**config.mk**
```make
export PLATFORM = sky130hd
export DESIGN_NAME = lcm_link_ctl2
export DESIGN_NICKNAME = d
export VERILOG_FILES = /design/src/verilog/lcm_margin_apply.v /design/src/verilog/lcm_link_ctl2.v
export VERILOG_INCLUDE_DIRS = /design/src /design/src/verilog
export SDC_FILE = /design/constraint.sdc
export NUM_CORES = 1
export LEC_CHECK = 0
export ABC_AREA = 0
export BUFFER_PORTS_ARGS = -buffer_cell sky130_fd_sc_hd__clkbuf_2
export CORE_ASPECT_RATIO = 0.7
export CORE_MARGIN = 3
export CORE_UTILIZATION = 37
export CTS_CLUSTER_SIZE = 40
export DETAILED_ROUTE_END_ITERATION = 12
export GPL_ROUTABILITY_DRIVEN = 0
export PLACE_DENSITY_LB_ADDON = 0.05
export SETUP_SLACK_MARGIN = 0.2
export SYNTH_ARGS = -nofsm -noshare
export SYNTH_HDL_FRONTEND = slang
export SYNTH_HIERARCHICAL = 1
export SYNTH_SLANG_ARGS = --single-unit
```
**constraint.sdc**
```tcl
create_clock -name i_clk -period 1.4 [get_ports i_clk]
set_clock_uncertainty 0.1 [all_clocks]
set_input_delay 0 -clock i_clk [delete_from_list [all_inputs] [get_ports i_clk]]
set_output_delay 0 -clock i_clk [all_outputs]
set_load 0.005 [all_outputs]
```
**src/verilog/lcm_consts.vh**
```
// Behaviour
// - a three-bit sticky read-write transmit margin field sits at bits 9:7 and resets to zero.
// - the transmit margin field clears to zero when training enters the polling configuration substate.
// - margin codes 0 normal, 1..5 successively lower levels, 6 and 7 reserved; the field stores and applies 6 and 7 like any other code.
// - with margin code zero the drive level comes from the serdes level control registers.
// - a newly written margin is applied to the line only when training passes recovery receiver lock.
// - with bit 10 set, polling compliance sends the modified compliance pattern.
// - with bit 11 set, skip ordered sets are inserted between compliance patterns.
// - bit 12 picks compliance de-emphasis when entered by force compliance, 0 is -6.0 dB, 1 is -3.5 dB.
`ifndef LCM_CONSTS_VH
`define LCM_CONSTS_VH
`define LCM_ADDR_W 12
`define LCM_OFS_CTL2 12'h070
`define LCM_MARGIN_LSB 7
`define LCM_MARGIN_MSB 9
`define LCM_MC_BIT 10
`define LCM_SKIP_BIT 11
`define LCM_DEEMPH_BIT 12
`define LCM_MARGIN_RST 3'h0
`define LCM_MARGIN_NORMAL 3'h0
`define LCM_MARGIN_MAX_VALID 3'h5
`define LCM_ST_W 4
`define LCM_ST_OTHER 4'h0
`define LCM_ST_POLL_CFG 4'h1
`define LCM_ST_POLL_COMP 4'h2
`define LCM_ST_RCV_LOCK 4'h3
`endif

```
**src/verilog/lcm_margin_apply.v**
```verilog
`timescale 1ns/10ps
`include "lcm_consts.vh"
// holds the margin seen by the transmitter, updated only at receiver lock
module lcm_margin_apply (
    input wire i_clk,
    input wire i_rst,
    input wire [2:0] i_margin_reg,
    input wire i_in_rcv_lock,
    output reg [2:0] o_margin_line
);
    // the line must not change mid-frame, so only lock may load it
    always @(posedge i_clk or posedge i_rst) begin
        if (i_rst) begin
            o_margin_line <= `LCM_MARGIN_RST;
        end else if (i_in_rcv_lock) begin
            o_margin_line <= i_margin_reg;
        end
    end
endmodule // lcm_margin_apply

```
**src/verilog/lcm_link_ctl2.v**
```verilog
`timescale 1ns/10ps
`include "lcm_consts.vh"
// upper half of link control 2: margin and compliance controls
module lcm_link_ctl2 (
    input wire i_clk,
    input wire i_rst,
    input wire [11:0] i_addr,
    input wire [15:0] i_wdata,
    input wire i_wr,
    input wire i_rd,
    output reg [15:0] o_rdata,
    input wire [3:0] i_ltssm_state,
    input wire i_comp_by_force,
    input wire [2:0] i_serdes_level,
    output reg [2:0] o_tx_margin_line,
    output reg o_use_serdes_level,
    output reg [2:0] o_tx_level,
    output reg o_send_modified_comp,
    output reg o_skip_insert_en,
    output reg o_comp_deemph_3p5,
    output reg o_apply_deemph_override
);
    // the three single-bit compliance controls, bits 10 up to 12
    localparam FLAG_N = 3;
    localparam FLAG_MC = 0;
    localparam FLAG_SKIP = 1;
    localparam FLAG_DEEMPH = 2;

    // stored fields; all of them are sticky
    reg [2:0] tx_margin_sel;
    reg [FLAG_N-1:0] flag_bits;
    reg [3:0] prev_state;
    // next values, built combinationally below
    reg [2:0] next_tx_margin_sel;
    wire [FLAG_N-1:0] next_flag_bits;
    reg [15:0] next_rdata;
    reg [2:0] next_tx_margin_line;
    reg next_use_serdes_level;
    reg [2:0] next_tx_level;
    reg next_send_modified_comp;
    reg next_skip_insert_en;
    reg next_comp_deemph_3p5;
    reg next_apply_deemph_override;
    // named views of the flag bits
    wire modified_compliance_en;
    wire compliance_skip_insert;
    wire compliance_deemph_sel;
    // bus and training state decodes
    wire [2:0] margin_line;
    wire hit;
    wire wr_hit;
    wire rd_hit;
    wire enter_poll_cfg;
    wire in_comp;
    wire in_rcv_lock;
    wire line_normal;
    genvar fi;

    // training state compare, shared by every state decode
    function state_is(input [3:0] state, input [3:0] code);
        state_is = (state == code);
    endfunction

    // margin code zero leaves the drive level to the serdes controls
    function margin_is_normal(input [2:0] code);
        margin_is_normal = (code == `LCM_MARGIN_NORMAL);
    endfunction

    // register image; bits 15:13 and the lower fields read zero
    function [15:0] pack_ctl2(input [2:0] margin, input [2:0] flags);
        pack_ctl2 = {3'h0, flags, margin, 7'h00};
    endfunction

    // i_rst is the fundamental reset only; hot or link reset never reaches
    // these flops, which is what keeps them sticky
    assign hit = (i_addr == `LCM_OFS_CTL2);
    assign wr_hit = i_wr && hit;
    assign rd_hit = i_rd && hit;

    // entry, not presence: the clear fires once per visit
    assign enter_poll_cfg = state_is(i_ltssm_state, `LCM_ST_POLL_CFG) &&
        !state_is(prev_state, `LCM_ST_POLL_CFG);
    assign in_comp = state_is(i_ltssm_state, `LCM_ST_POLL_COMP);
    assign in_rcv_lock = state_is(i_ltssm_state, `LCM_ST_RCV_LOCK);
    assign line_normal = margin_is_normal(margin_line);

    // flag views, in the order of their register bits
    assign modified_compliance_en = flag_bits[FLAG_MC];
    assign compliance_skip_insert = flag_bits[FLAG_SKIP];
    assign compliance_deemph_sel = flag_bits[FLAG_DEEMPH];

    // previous training state for the entry detector
    always @(posedge i_clk or posedge i_rst) begin
        if (i_rst) begin
            prev_state <= `LCM_ST_OTHER;
        end else begin
            prev_state <= i_ltssm_state;
        end
    end

    // margin: the polling clear beats a same-cycle write, so a stale
    // margin never survives a fresh training attempt
    always @* begin
        next_tx_margin_sel = tx_margin_sel;
        if (enter_poll_cfg) begin
            next_tx_margin_sel = `LCM_MARGIN_RST;
        end else if (wr_hit) begin
            next_tx_margin_sel = i_wdata[`LCM_MARGIN_MSB:`LCM_MARGIN_LSB];
        end
    end

    // the flags share one write path, one bit apiece
    generate
        for (fi = 0; fi < FLAG_N; fi = fi + 1) begin : g_flag
            assign next_flag_bits[fi] = wr_hit ?
                i_wdata[`LCM_MC_BIT + fi] : flag_bits[fi];
        end
    endgenerate

    // margin storage; the fundamental reset and polling configuration entry clear it
    always @(posedge i_clk or posedge i_rst) begin
        if (i_rst) begin
            tx_margin_sel <= `LCM_MARGIN_RST;
        end else begin
            tx_margin_sel <= next_tx_margin_sel;
        end
    end

    // flag storage; writes to other addresses leave it alone
    always @(posedge i_clk or posedge i_rst) begin
        if (i_rst) begin
            flag_bits <= {FLAG_N{1'b0}};
        end else begin
            flag_bits <= next_flag_bits;
        end
    end

    // the line copy moves only at receiver lock; a change in mid-stream
    // would upset the partner's receiver
    lcm_margin_apply u_apply (
        .i_clk(i_clk),
        .i_rst(i_rst),
        .i_margin_reg(tx_margin_sel),
        .i_in_rcv_lock(in_rcv_lock),
        .o_margin_line(margin_line)
    );

    // read image for a hit, zero otherwise, so nothing lingers on the bus
    always @* begin
        next_rdata = 16'h0000;
        if (rd_hit) begin
            next_rdata = pack_ctl2(tx_margin_sel, flag_bits);
        end
    end

    // transmitter controls follow the applied margin, not the field
    always @* begin
        next_tx_margin_line = margin_line;
        next_use_serdes_level = line_normal;
        next_tx_level = margin_line;
        if (line_normal) begin
            next_tx_level = i_serdes_level;
        end
    end

    // compliance controls only matter while in polling compliance
    always @* begin
        next_send_modified_comp = in_comp && modified_compliance_en;
        next_skip_insert_en = in_comp && compliance_skip_insert;
        // the level always shows; the override says when it applies
        next_comp_deemph_3p5 = compliance_deemph_sel;
        next_apply_deemph_override = in_comp && i_comp_by_force;
    end

    // read data stands for the one cycle after the strobe
    always @(posedge i_clk or posedge i_rst) begin
        if (i_rst) begin
            o_rdata <= 16'h0000;
        end else begin
            o_rdata <= next_rdata;
        end
    end

    // applied margin code for the transmitter
    always @(posedge i_clk or posedge i_rst) begin
        if (i_rst) begin
            o_tx_margin_line <= `LCM_MARGIN_RST;
        end else begin
            o_tx_margin_line <= next_tx_margin_line;
        end
    end

    // serdes select idles high, since the margin resets to normal
    always @(posedge i_clk or posedge i_rst) begin
        if (i_rst) begin
            o_use_serdes_level <= 1'b1;
        end else begin
            o_use_serdes_level <= next_use_serdes_level;
        end
    end

    // drive level actually handed to the transmitter
    always @(posedge i_clk or posedge i_rst) begin
        if (i_rst) begin
            o_tx_level <= 3'h0;
        end else begin
            o_tx_level <= next_tx_level;
        end
    end

    // modified pattern request
    always @(posedge i_clk or posedge i_rst) begin
        if (i_rst) begin
            o_send_modified_comp <= 1'b0;
        end else begin
            o_send_modified_comp <= next_send_modified_comp;
        end
    end

    // skip ordered set insertion request
    always @(posedge i_clk or posedge i_rst) begin
        if (i_rst) begin
            o_skip_insert_en <= 1'b0;
        end else begin
            o_skip_insert_en <= next_skip_insert_en;
        end
    end

    // compliance de-emphasis, high for the lighter setting
    always @(posedge i_clk or posedge i_rst) begin
        if (i_rst) begin
            o_comp_deemph_3p5 <= 1'b0;
        end else begin
            o_comp_deemph_3p5 <= next_comp_deemph_3p5;
        end
    end

    // override only for a forced compliance entry
    always @(posedge i_clk or posedge i_rst) begin
        if (i_rst) begin
            o_apply_deemph_override <= 1'b0;
        end else begin
            o_apply_deemph_override <= next_apply_deemph_override;
        end
    end
endmodule // lcm_link_ctl2

```
* Word level (Yosys, flattened, before mapping)
Index checks and enable logic that the tools add are counted.
Operators by class: eq/ne operators 5, mux-type cells 4, reductions and logical operators 9
Operator list (number):
- 13-bit 2-to-1 mux | 1
- 12-bit by 7-bit equality test with 1-bit output, second input constant | 1
- 3-bit 2-to-1 mux | 3
- 4-bit by 1-bit equality test with 1-bit output, second input constant | 2
- 4-bit by 2-bit equality test with 1-bit output, second input constant | 2
- 1-bit logical AND | 6
- 3-bit logical NOT | 1
- 2-bit nonzero test | 1
- 1-bit logical NOT | 1
Storage, ports and cells: bits in registers 40, input bits 40, output and inout port bits 27, word-level logic and storage cells 30

* Longest topological paths before layout
Gate-level depths: netlist of run 1.
word-level depth 4, gate-level depth with buffers 4, depth with buffers taken out 3

* Cells and area by module
The synthesis of run 1 kept the hierarchy.
By module, submodules not included:
- lcm_link_ctl2 | instances 1, cells an instance 78, area an instance 1086.0 um^2
- lcm_margin_apply | instances 1, cells an instance 7, area an instance 112.6 um^2

* Least setup slack after synthesis of run 1
Ideal clock, no wire load.
kind flip-flop to flip-flop, from register prev_state[1], to register tx_margin_sel[0], data arrival time 0.992 ns, required time 1.221 ns, path slack 0.229 ns, cell stages (with the launch flop) 4, path through dfrtp_1 -> nor4b_2 -> o21ai_0 -> mux2i_1
On the way: word-level cells in the longest chain between the ends 4
RTL lines:
- from (decl) | RTL line lcm_link_ctl2.v:32 | reg [3:0] prev_state;
- from (signal assigned) | RTL line lcm_link_ctl2.v:95 | prev_state <= `LCM_ST_OTHER;
- from (signal assigned) | RTL line lcm_link_ctl2.v:97 | prev_state <= i_ltssm_state;
- 4-bit by 1-bit equality test with 1-bit output (*) | RTL line lcm_link_ctl2.v:61 | state_is = (state == code);
- 1-bit logical NOT (*) | RTL line lcm_link_ctl2.v:82 | !state_is(prev_state, `LCM_ST_POLL_CFG);
- 1-bit logical AND (*) | RTL line lcm_link_ctl2.v:81 | assign enter_poll_cfg = state_is(i_ltssm_state, `LCM_ST_POLL_CFG) &&
- 3-bit 2-to-1 mux / 2-bit nonzero test (equally long branches)
- to (signal assigned) | RTL line lcm_link_ctl2.v:123 | tx_margin_sel <= `LCM_MARGIN_RST;
- to (signal assigned) | RTL line lcm_link_ctl2.v:125 | tx_margin_sel <= next_tx_margin_sel;
- to (decl) | RTL line lcm_link_ctl2.v:30 | reg [2:0] tx_margin_sel;
Mark *: on every way between the ends. The rest lies on a longest branch, timed or not. A chain may end at the register's enable or synchronous reset.

* Final worst setup path of run 1
Same ends and word-level chain as after synthesis.

==> results of run 1 <==
-- cell usage in the layout, fill, tap and decap left out, types with 2 or more instances in the layout --
cell	synthesis	final
and2_1	9	9
mux2_2	3	3
dlygate4sd3_1	0	16
nor4_4	2	2
mux2i_1	3	3
clkinv_2	0	2
clkbuf_8	0	5
inv_1	2	2
dfrtp_1	29	29
a21o_1	3	3
buf_4	10	4
clkbuf_2	0	46
conb_1	1	10
nor4b_1	2	2
o21ai_1	0	5
mux2_1	3	3
-- worst reg2reg max path, delay by kind of cell (launching register included) --
family                 cells  cell delay (ns)
AO/OA/AOI/OAI              1             0.08
buffers and inverters      1             0.18
flip-flops                 1             0.38
multiplexers               1             0.12
AND/OR/NAND/NOR            1             0.26
-- stage by stage --
step | utilization [%] | hold slack [ns] | total power, mW | area (µm²) | setup slack [ns]
6_report | 58.0 | 0.0320 | 1.68 | 1710 | 0.207
5_1_grt | 58.0 | 0.0440 | 1.76 | 1710 | 0.138
4_1_cts | 57.8 | 0.0309 | 1.70 | 1700 | 0.201
3_5_place_dp | 49.5 | -0.228 | 1.01 | 1460 | 0.191
3_3_place_gp | 49.5 | -0.237 | 1.00 | 1460 | 0.206
2_1_floorplan | - | -0.346 | 0.959 | 1230 | 0.229
-- flip-flops by register name, indices dropped and copies added, names as in the netlist --
signal / flops
prev_state: 4
flag_bits: 3
o_tx_margin_line: 3
o_rdata: 6
u_apply/o_margin_line: 3
o_use_serdes_level: 1
o_tx_level: 3
o_apply_deemph_override: 1
o_comp_deemph_3p5: 1
o_skip_insert_en: 1
tx_margin_sel: 3
o_send_modified_comp: 1
-- kinds of logic after synthesis --
logic type / count (synthesis)
buf+inv: 13
other cells: 1
mux: 9
flops: 30
simple gates: 23
compound gates: 9
-- worst min path at each step --
| stage | cells past startpoint | slack, ns | endpoint |
|---|---|---|---|
| 3_3_place_gp | 2 | -0.24 | u_apply/o_margin_line[1]$_DFFE_PP0P_ |
| 2_1_floorplan | 1 | -0.35 | u_apply/o_margin_line[0]$_DFFE_PP0P_ |
| 3_5_place_dp | 2 | -0.23 | u_apply/o_margin_line[2]$_DFFE_PP0P_ |
| 6_report | 3 | 0.03 | u_apply/o_margin_line[1]$_DFFE_PP0P_ |
| 5_1_grt | 3 | 0.04 | u_apply/o_margin_line[1]$_DFFE_PP0P_ |
| 4_1_cts | 3 | 0.03 | u_apply/o_margin_line[2]$_DFFE_PP0P_ |
-- power breakdown --
group	total (mW)	internal [mW]	switching (mW)
sequential	0.883	0.879	0.00399
combinational	0.144	0.0801	0.0639
clock	0.652	0.343	0.309
total	1.68	1.30	0.376
-- timing repair --
item	in CTS	in global routing
endpoints found under the hold margin	44	0
resized for setup	4	2
pin swaps	1	1
hold buffers	16	0
setup endpoints to repair	3	5
-- per-layer routing --
metal / vias to the layer above / wire (µm) / GRT usage, %
met5: - / 0 / 0
met4: 0 / 48 / 8.13
met3: 7 / 224 / 5.04
met2: 39 / 1010 / 18.7
met1: 375 / 1060 / 16.6
li1: 421 / - / -
-- cell type report --
type / count / area [µm²] / share of cell area, %
flip-flops and latches: 30 / 752 / 44.1
repair buffers: 66 / 420 / 24.7
multi-input cells: 51 / 398 / 23.3
clock buffers: 6 / 72.6 / 4.26
well taps: 36 / 45.0 / 2.64
clock inverters: 2 / 10.0 / 0.587
inverters: 2 / 7.51 / 0.440
==> flow_metrics.env, run 1 <==
export IMPL_drcViolationCount=0
export IMPL_drtIter0Drc=28
export IMPL_r2r_end="tx_margin_sel[0]$_DFFE_PP0P_"
export IMPL_reg2reg_depth=4
export IMPL_ys_ff_latch=30
export IMPL_fin_setup_tns_ns=0
export IMPL_firstDrtPassIters=4
export IMPL_drive_gt1_share_pct=43.3
export IMPL_drv_cap=0
export IMPL_htreeDepth=2
export IMPL_fp_coreArea_mm2=0.00294
export IMPL_slowest_stage="dfrtp_1"
export IMPL_clkSinkCount=30
export IMPL_grt_pass1_wl_mm=3.65
export IMPL_diodes=0
export IMPL_grtUsageTotal_pct=13.1
export IMPL_synthSimpleGateAreaFrac_pct=17.1
export IMPL_crit_buf_inv=1
export IMPL_clk_latency_ns=0.27
export IMPL_setup_viol=0
export IMPL_dp_hpwl_mm=1.67
export IMPL_clkTransAtPathRegs_ns=0.06
export IMPL_status="completed"
export IMPL_peakVddDrop_mv=0.594
export IMPL_cts_tree="built"
export IMPL_cp_start_kind="flop"
export IMPL_yosysWarnings=6
export IMPL_wl_mm=2.34
export IMPL_crit_start="prev_state[1]$_DFF_PP0_"
export IMPL_period_needed_ns=1.19
export IMPL_fp_dieArea_mm2=0.00397
export IMPL_worstPathMaxFanout=6
export IMPL_yosys_cell_count_top_type="dfrtp_1"
export IMPL_cp_depth=4
export IMPL_powerDensity_mw_per_mm2=985
export IMPL_synth_cells=85
export IMPL_end_kind="flop"
export IMPL_synth_common_cells="29 x dfrtp_1, 10 x buf_4, 9 x and2_1, 6 x o21ai_0"
export IMPL_num_nets_final=196
export IMPL_r2r_start="prev_state[1]$_DFF_PP0_"
export IMPL_crit_end="tx_margin_sel[0]$_DFFE_PP0P_"
export IMPL_grt_setup_unrepaired="true"
export IMPL_yosys_area_top_type="dfrtp_1"
export IMPL_grt_pass1_vias=801
export IMPL_synth_compound_area_share_pct=4.38
export IMPL_layout_cells_non_filler=193
export IMPL_ant_nets=0
export IMPL_ios=67
export IMPL_start_util_pct=40.7
export IMPL_critPathRequiredTime_ns=1.50
export IMPL_crit_chain="nor4b_2 > buf_4 > o21ai_0 > mux2i_1"
export IMPL_critical_path_class="reg -> reg"
export IMPL_synth_distinct_cells=23
export IMPL_root_buffer="clkbuf_8"
export IMPL_reg2reg_slack_ns=0.21
export IMPL_synth_top_cell_area_share_pct=60.5
export IMPL_core_rowCount=16
export IMPL_muxShareOfSynthArea_pct=8.14
export IMPL_dieWidth_um=74.0
export IMPL_synth_seq_area_share_pct=62.7
export IMPL_arrival_ns=1.29
export IMPL_timing_fmax_mhz=838
export IMPL_post_cts_buffers=0
export IMPL_worstHoldPathType="in -> async"
export IMPL_synth_xor_area_share_pct=0
export IMPL_io_buffers=46
export IMPL_die_h_um=53.6
export IMPL_slew_violations=0
export IMPL_cts_buffer_depth=2
export IMPL_syn_area_mm2=0.00120
export IMPL_ys_top_cells_by_area="dfrtp_1 61%, buf_4 6.3%, and2_1 4.7%"
export IMPL_synth_edf_count=0
export IMPL_finalHoldViolations=0
export IMPL_max_stage_delay_ns=0.38
export IMPL_dp_cells=169
export IMPL_grt_start_max_net_pins=28
export IMPL_syn_area_per_cell_um2=14.1
export IMPL_synth_top_family_by_area="simple AND/OR/NAND/NOR gates"
export IMPL_viasPerCell=4.36
export IMPL_antenna_found_initial=0
export IMPL_gr_total_overflow=0
export IMPL_numCtsBuffers=5
export IMPL_finalCritPeriodShare_pct=85.2
export IMPL_area_growth_pct=42.3
export IMPL_dominantRegCellSynth="dfrtp_1"
export IMPL_crit_family="flip-flops"
export IMPL_via_count=842
export IMPL_wire_per_inst_um=12.1
export IMPL_async_flop_share_pct=100
export IMPL_fill_cells=261
export IMPL_yosys_area_share_adder_pct=0
export IMPL_p_leak_nw=0.916
Note: power is estimated with default switching activity, not from simulation.
==> inputs of run 2 (changes only) <==
Settings changed: SYNTH_HIERARCHICAL 1 to unset.
==> run 2 against run 1 <==
The run now ends with hold timing left. Final area increased by 2.0%. Synthesized area stayed put. Critical path type unchanged. Non-clock buffer count decreased by 2. Power up 8.2%. Global-route usage up 0.25 points. First-iteration DRC count rose by 21%.
==> flow_metrics.env, run 2 <==
export IMPL_status="finished, violations left"
export IMPL_violations="hold timing"
export IMPL_crit_start="prev_state[1]$_DFF_PP0_"
export IMPL_p_int_mw=1.46
export IMPL_combPwrFrac_pct=8.0
export IMPL_cts_buffer_depth=2
export IMPL_synth_edf_count=0
export IMPL_dominantRegCellSynth="dfrtp_1"
export IMPL_drtIter0Drc=34
export IMPL_htreeDepth=2
export IMPL_critical_path_class="reg -> reg"
export IMPL_fp_dieArea_mm2=0.00397
export IMPL_ant_nets=0
export IMPL_core_rowCount=16
export IMPL_critPathRequiredTime_ns=1.49
export IMPL_gr_total_overflow=0
export IMPL_largest_register="o_rdata"
export IMPL_io_buffers=46
export IMPL_r2r_start="prev_state[1]$_DFF_PP0_"
export IMPL_grt_setup_unrepaired="true"
export IMPL_min_delay_start="i_ltssm_state[3]"
export IMPL_crit_family="flip-flops"
export IMPL_grt_pass1_wl_mm=3.86
export IMPL_reg2reg_slack_ns=0.16
export IMPL_start_util_pct=40.7
export IMPL_finalHoldViolations=2
export IMPL_wl_met3_um=251
export IMPL_end_kind="flop"
export IMPL_post_cts_buffers=0
export IMPL_synth_cells=83
export IMPL_yosysWarnings=0
export IMPL_route_met2_wl_mm=1.04
export IMPL_clkSinkCount=30
export IMPL_wl_mm=2.32
export IMPL_synth_distinct_cells=23
export IMPL_crit_chain="nor4b_2 > buf_4 > o21ai_2 > mux2i_1"
export IMPL_via_count=857
export IMPL_period_needed_ns=1.24
export IMPL_timing_fmax_mhz=810
export IMPL_p_clk_share_pct=43.4
export IMPL_finalCritPeriodShare_pct=88.2
export IMPL_largest_reg_flops=6
export IMPL_synth_common_cells="29 x dfrtp_1, 10 x buf_4, 9 x and2_1, 6 x o21ai_0"
export IMPL_seq_power_share_pct=48.6
export IMPL_slew_violations=0
export IMPL_slowest_stage="dfrtp_1"
export IMPL_cp_start_kind="flop"
export IMPL_fin_setup_tns_ns=0
export IMPL_drv_cap=0
export IMPL_hold_path_cell_count=3
export IMPL_arrival_ns=1.33
export IMPL_drive_gt1_share_pct=47.7
export IMPL_worst_hold_slack_ns=-0.00663
export IMPL_worstPathMaxFanout=6
export IMPL_diodes=0
export IMPL_powerDensity_mw_per_mm2=1050
export IMPL_syn_area_per_cell_um2=14.4
export IMPL_num_nets_final=192
export IMPL_yosys_cell_count_top_type="dfrtp_1"
export IMPL_async_flop_share_pct=100
export IMPL_grt_pass1_vias=874
export IMPL_antenna_found_initial=0
export IMPL_reg2reg_depth=4
export IMPL_ys_ff_latch=30
export IMPL_layout_common_cells="46 x clkbuf_2, 29 x dfrtp_1, 16 x dlygate4sd3_1"
export IMPL_numCtsBuffers=5
export IMPL_syn_area_mm2=0.00120
export IMPL_r2r_end="tx_margin_sel[0]$_DFFE_PP0P_"
export IMPL_setup_viol=0
export IMPL_grt_start_max_net_pins=31
export IMPL_viasPerCell=4.53
export IMPL_firstDrtPassIters=2
export IMPL_p_leak_nw=0.918
export IMPL_grtUsageTotal_pct=13.3
export IMPL_fp_coreArea_mm2=0.00294
export IMPL_clkTransAtPathRegs_ns=0.06
export IMPL_dieWidth_um=74.0
export IMPL_dr_max_layer_used="met4"
export IMPL_clk_latency_ns=0.27
export IMPL_routedLengthMet1_mm=1.01
export IMPL_die_h_um=53.6
export IMPL_dp_hpwl_mm=1.63
export IMPL_area_growth_pct=45.1
export IMPL_max_stage_delay_ns=0.37
export IMPL_holdPathEnd="o_apply_deemph_override$_DFF_PP0_"
export IMPL_worstHoldPathType="in -> reg"
export IMPL_cts_tree="built"
export IMPL_crit_buf_inv=1
export IMPL_peakVddDrop_mv=0.471
export IMPL_synth_seq_area_share_pct=62.7
export IMPL_root_buffer="clkbuf_8"
export IMPL_p_total_mw=1.82
export IMPL_yosys_area_top_type="dfrtp_1"
export IMPL_netSwitchingFraction_pct=19.9
export IMPL_synth_top_cell_area_share_pct=60.5
export IMPL_ios=67
export IMPL_drcViolationCount=0
export IMPL_final_common_cell="clkbuf_2"
export IMPL_p_switching_mw=0.362
export IMPL_ys_top_cells_by_area="dfrtp_1 61%, buf_4 6.3%, and2_1 4.7%"
export IMPL_wire_per_inst_um=12.3
export IMPL_reg_largest_list="o_rdata (6), prev_state (4)"
-- run 2: logic make-up (layout without fill, tap and decap cells) --
family	after synthesis	in the layout	synth area share, %
AO/OA/AOI/OAI	9	9	4.38
buffers and inverters	12	73	6.99
flip-flops	30	30	62.7
multiplexers	9	9	8.14
other	1	10	0.313
AND/OR/NAND/NOR	22	22	17.4
-- run 2: what timing repair did --
action	in CTS	in global routing
resized for setup	10	2
hold buffers	16	0
endpoints found under the setup margin	3	8
pin swaps	5	1
hold endpoints to repair	44	0
-- run 2: per-stage QoR --
step | instance area, µm² | utilization (%) | std cells | setup slack [ns] | hold slack [ns]
2_1_floorplan | 1230 | - | 92 | 0.229 | -0.0686
3_3_place_gp | 1440 | 49.0 | 165 | 0.167 | -0.0318
3_5_place_dp | 1440 | 49.0 | 165 | 0.160 | -0.0309
4_1_cts | 1730 | 58.7 | 189 | 0.149 | -0.00348
5_1_grt | 1740 | 59.1 | 189 | 0.0400 | 0.0265
6_report | 1740 | 59.1 | 189 | 0.165 | -0.00663
-- run 2: routing by layer --
| layer | GRT usage [%] | up-vias |
|---|---|---|
| li1 | - | 409 |
| met1 | 16.1 | 403 |
| met2 | 22.1 | 43 |
| met3 | 4.48 | 2 |
| met4 | 5.42 | 0 |
| met5 | 0 | - |
-- run 2: power groups by stage --
stage	clock network, mW	logic [mW]	registers (mW)
after global placement	0	0.104	0.898
final	0.788	0.146	0.884
after CTS	0.808	0.146	0.884
after floorplan	0	0.0595	0.899
after global routing	0.848	0.163	0.884
after detailed placement	0	0.106	0.899
-- run 2: cell type report --
cell class	instances	area, µm²
fill	246	1200
sequential	30	752
multi-input combinational	50	423
timing repair buffer	64	405
clock buffer	8	110
tap	36	45.0
inverter	1	3.75
-- run 2: tightest hold or removal path, cell delays in order --
cell and delay (ns):
clkbuf_2 0.12, nor4b_2 0.06, and2_1 0.15
-- run 2: worst max-delay path by stage --
stage	cells after the start	to	slack (ns)
final	4	tx_margin_sel[0]$_DFFE_PP0P_	0.16
after global routing	4	tx_margin_sel[0]$_DFFE_PP0P_	0.04
after CTS	4	tx_margin_sel[0]$_DFFE_PP0P_	0.15
after detailed placement	4	tx_margin_sel[2]$_DFFE_PP0P_	0.16
after global placement	4	tx_margin_sel[2]$_DFFE_PP0P_	0.17
after floorplan	3	tx_margin_sel[0]$_DFFE_PP0P_	0.23
==> inputs of run 3 (changes only) <==
Settings changed: CORE_MARGIN 3 to 10, RECOVER_POWER set to 25.
==> run 3 against run 2 <==
The run now ends clean. Routed wire length up 15%. Global-route usage down 3.8 points. Sequential share of layout area up 1.1 points. Final cell count up 1.1%. Critical endpoint is now tx_margin_sel[2]$_DFFE_PP0P_. Highest routed layer unchanged.
==> flow_metrics.env, run 3 (synthesis gave the netlist of run 2 again) <==
export IMPL_firstDrtPassIters=4
export IMPL_fp_dieArea_mm2=0.00595
export IMPL_drive_gt1_share_pct=40.5
export IMPL_end_kind="flop"
export IMPL_core_rowCount=17
export IMPL_cp_depth=3
export IMPL_grtUsageTotal_pct=9.48
export IMPL_powerDensity_mw_per_mm2=1010
export IMPL_largest_register="o_rdata"
export IMPL_clk_latency_ns=0.27
export IMPL_diodes=0
export IMPL_tightest_slew_ns=0.724
export IMPL_critical_path_class="reg -> reg"
export IMPL_fp_coreArea_mm2=0.00313
export IMPL_post_cts_buffers=0
export IMPL_num_nets_final=192
export IMPL_ios=67
export IMPL_drtIter0Drc=8
export IMPL_pre_cts_ws_ns=0.0426
export IMPL_viasPerCell=4.38
export IMPL_arrival_ns=1.34
export IMPL_crit_family="simple AND/OR/NAND/NOR gates"
export IMPL_utilization_pct=54.3
export IMPL_cp_start_kind="flop"
export IMPL_hold_path_cell_count=4
export IMPL_clkSinkCount=30
export IMPL_timing_final_ws_setup_ns=0.161
export IMPL_finalHoldViolations=0
export IMPL_period_needed_ns=1.24
export IMPL_peakVddDrop_mv=0.505
export IMPL_clkTransAtPathRegs_ns=0.06
export IMPL_grt_pass1_vias=925
export IMPL_crit_chain="nor4b_4 > o21ai_1 > mux2i_1"
export IMPL_cts_buffer_depth=2
export IMPL_grt_setup_unrepaired="true"
export IMPL_wire_per_inst_um=13.9
export IMPL_crit_start="prev_state[3]$_DFF_PP0_"
export IMPL_r2r_end="tx_margin_sel[2]$_DFFE_PP0P_"
export IMPL_max_stage_delay_ns=0.41
export IMPL_final_common_cell="clkbuf_2"
export IMPL_crit_end="tx_margin_sel[2]$_DFFE_PP0P_"
export IMPL_status="completed"
export IMPL_via_count=836
export IMPL_setup_viol=0
export IMPL_slew_violations=0
export IMPL_area_growth_pct=41.6
export IMPL_numCtsBuffers=5
export IMPL_largest_reg_flops=6
export IMPL_reg_largest_list="o_rdata (6), prev_state (4)"
export IMPL_p_leak_nw=0.896
export IMPL_start_util_pct=38.3
export IMPL_gr_total_overflow=0
export IMPL_ant_nets=0
export IMPL_r2r_start="prev_state[3]$_DFF_PP0_"
export IMPL_worstPathMaxFanout=6
export IMPL_grt_start_max_net_pins=31
export IMPL_critPathRequiredTime_ns=1.50
export IMPL_htreeDepth=2
export IMPL_dieWidth_um=88.0
export IMPL_drcViolationCount=0
export IMPL_die_h_um=67.6
export IMPL_grt_pass1_wl_mm=4.24
export IMPL_io_buffers=46
export IMPL_reg2reg_depth=3
export IMPL_crit_buf_inv=0
export IMPL_reg2reg_slack_ns=0.16
export IMPL_finalCritPeriodShare_pct=88.5
export IMPL_wl_mm=2.66
export IMPL_root_buffer="clkbuf_8"
export IMPL_worstHoldPathType="in -> reg"
export IMPL_fin_setup_tns_ns=0
export IMPL_antenna_found_initial=0
export IMPL_layout_common_cells="43 x clkbuf_2, 29 x dfrtp_1, 16 x dlygate4sd3_1"
export IMPL_timing_fmax_mhz=807
export IMPL_cts_tree="built"
export IMPL_dp_hpwl_mm=2.06
export IMPL_slew_headroom_pct=51.7
export IMPL_drv_cap=0
export IMPL_slowest_stage="nor4b_4"
-- run 3: area by class of cell --
| type | instances | area [µm²] |
|---|---|---|
| fillers | 290 | 1430 |
| clock inverters | 1 | 5.00 |
| repair buffers | 64 | 398 |
| multi-input cells | 50 | 405 |
| inverters | 1 | 3.75 |
| clock buffers | 7 | 86.3 |
| well taps | 38 | 47.5 |
| flip-flops and latches | 30 | 752 |
-- run 3: worst min path at each step --
stage               slack (ns)                                 to              from
floorplan                -0.07            prev_state[0]$_DFF_PP0_  i_ltssm_state[0]
global placement         -0.03  o_apply_deemph_override$_DFF_PP0_             i_rst
detailed placement       -0.02     o_send_modified_comp$_DFF_PP0_             i_rst
CTS                       0.05           flag_bits[0]$_DFFE_PP0P_        i_addr[10]
global route              0.07           flag_bits[0]$_DFFE_PP0P_        i_addr[10]
finish                    0.05           flag_bits[0]$_DFFE_PP0P_        i_addr[10]
-- run 3: per-layer routing --
metal | track usage (%) | routed length (µm) | share of wire, % | up-vias
met2 | 15.7 | 1300 | 49 | 40
met3 | 5.65 | 290 | 11 | 2
li1 | - | - | - | 407
met5 | 0 | 0 | 0 | -
met4 | 4.10 | 21 | 0.79 | 0
met1 | 9.67 | 1060 | 40 | 387
-- run 3: power breakdown --
group          total [mW]  switching, mW  internal [mW]  leakage [nW]
Sequential          0.885        0.00553          0.880         0.399
Combinational       0.141         0.0639         0.0773         0.449
Clock               0.687          0.292          0.395        0.0482
Total                1.71          0.361           1.35         0.896
-- run 3: tightest hold or removal path, stage by stage --
cell	delay (ns)
clkbuf_2	0.10
nor4_4	0.04
nand4_2	0.11
mux2_1	0.13
-- run 3: timing repair --
action / CTS / global route
pin swaps: 2 / 1
endpoints found under the hold margin: 44 / 0
gates resized for setup: 7 / 0
endpoints found under the setup margin: 3 / 3
hold buffers: 16 / 0
-- run 3: per-stage QoR --
stage | power, mW | cells | cell area, µm² | hold WS (ns)
after floorplan | 0.959 | 92 | 1230 | -0.0686
after global placement | 1.00 | 167 | 1450 | -0.0329
after detailed placement | 1.00 | 167 | 1450 | -0.0234
after CTS | 1.74 | 191 | 1710 | 0.0466
after global routing | 1.79 | 191 | 1700 | 0.0688
final | 1.71 | 191 | 1700 | 0.0457
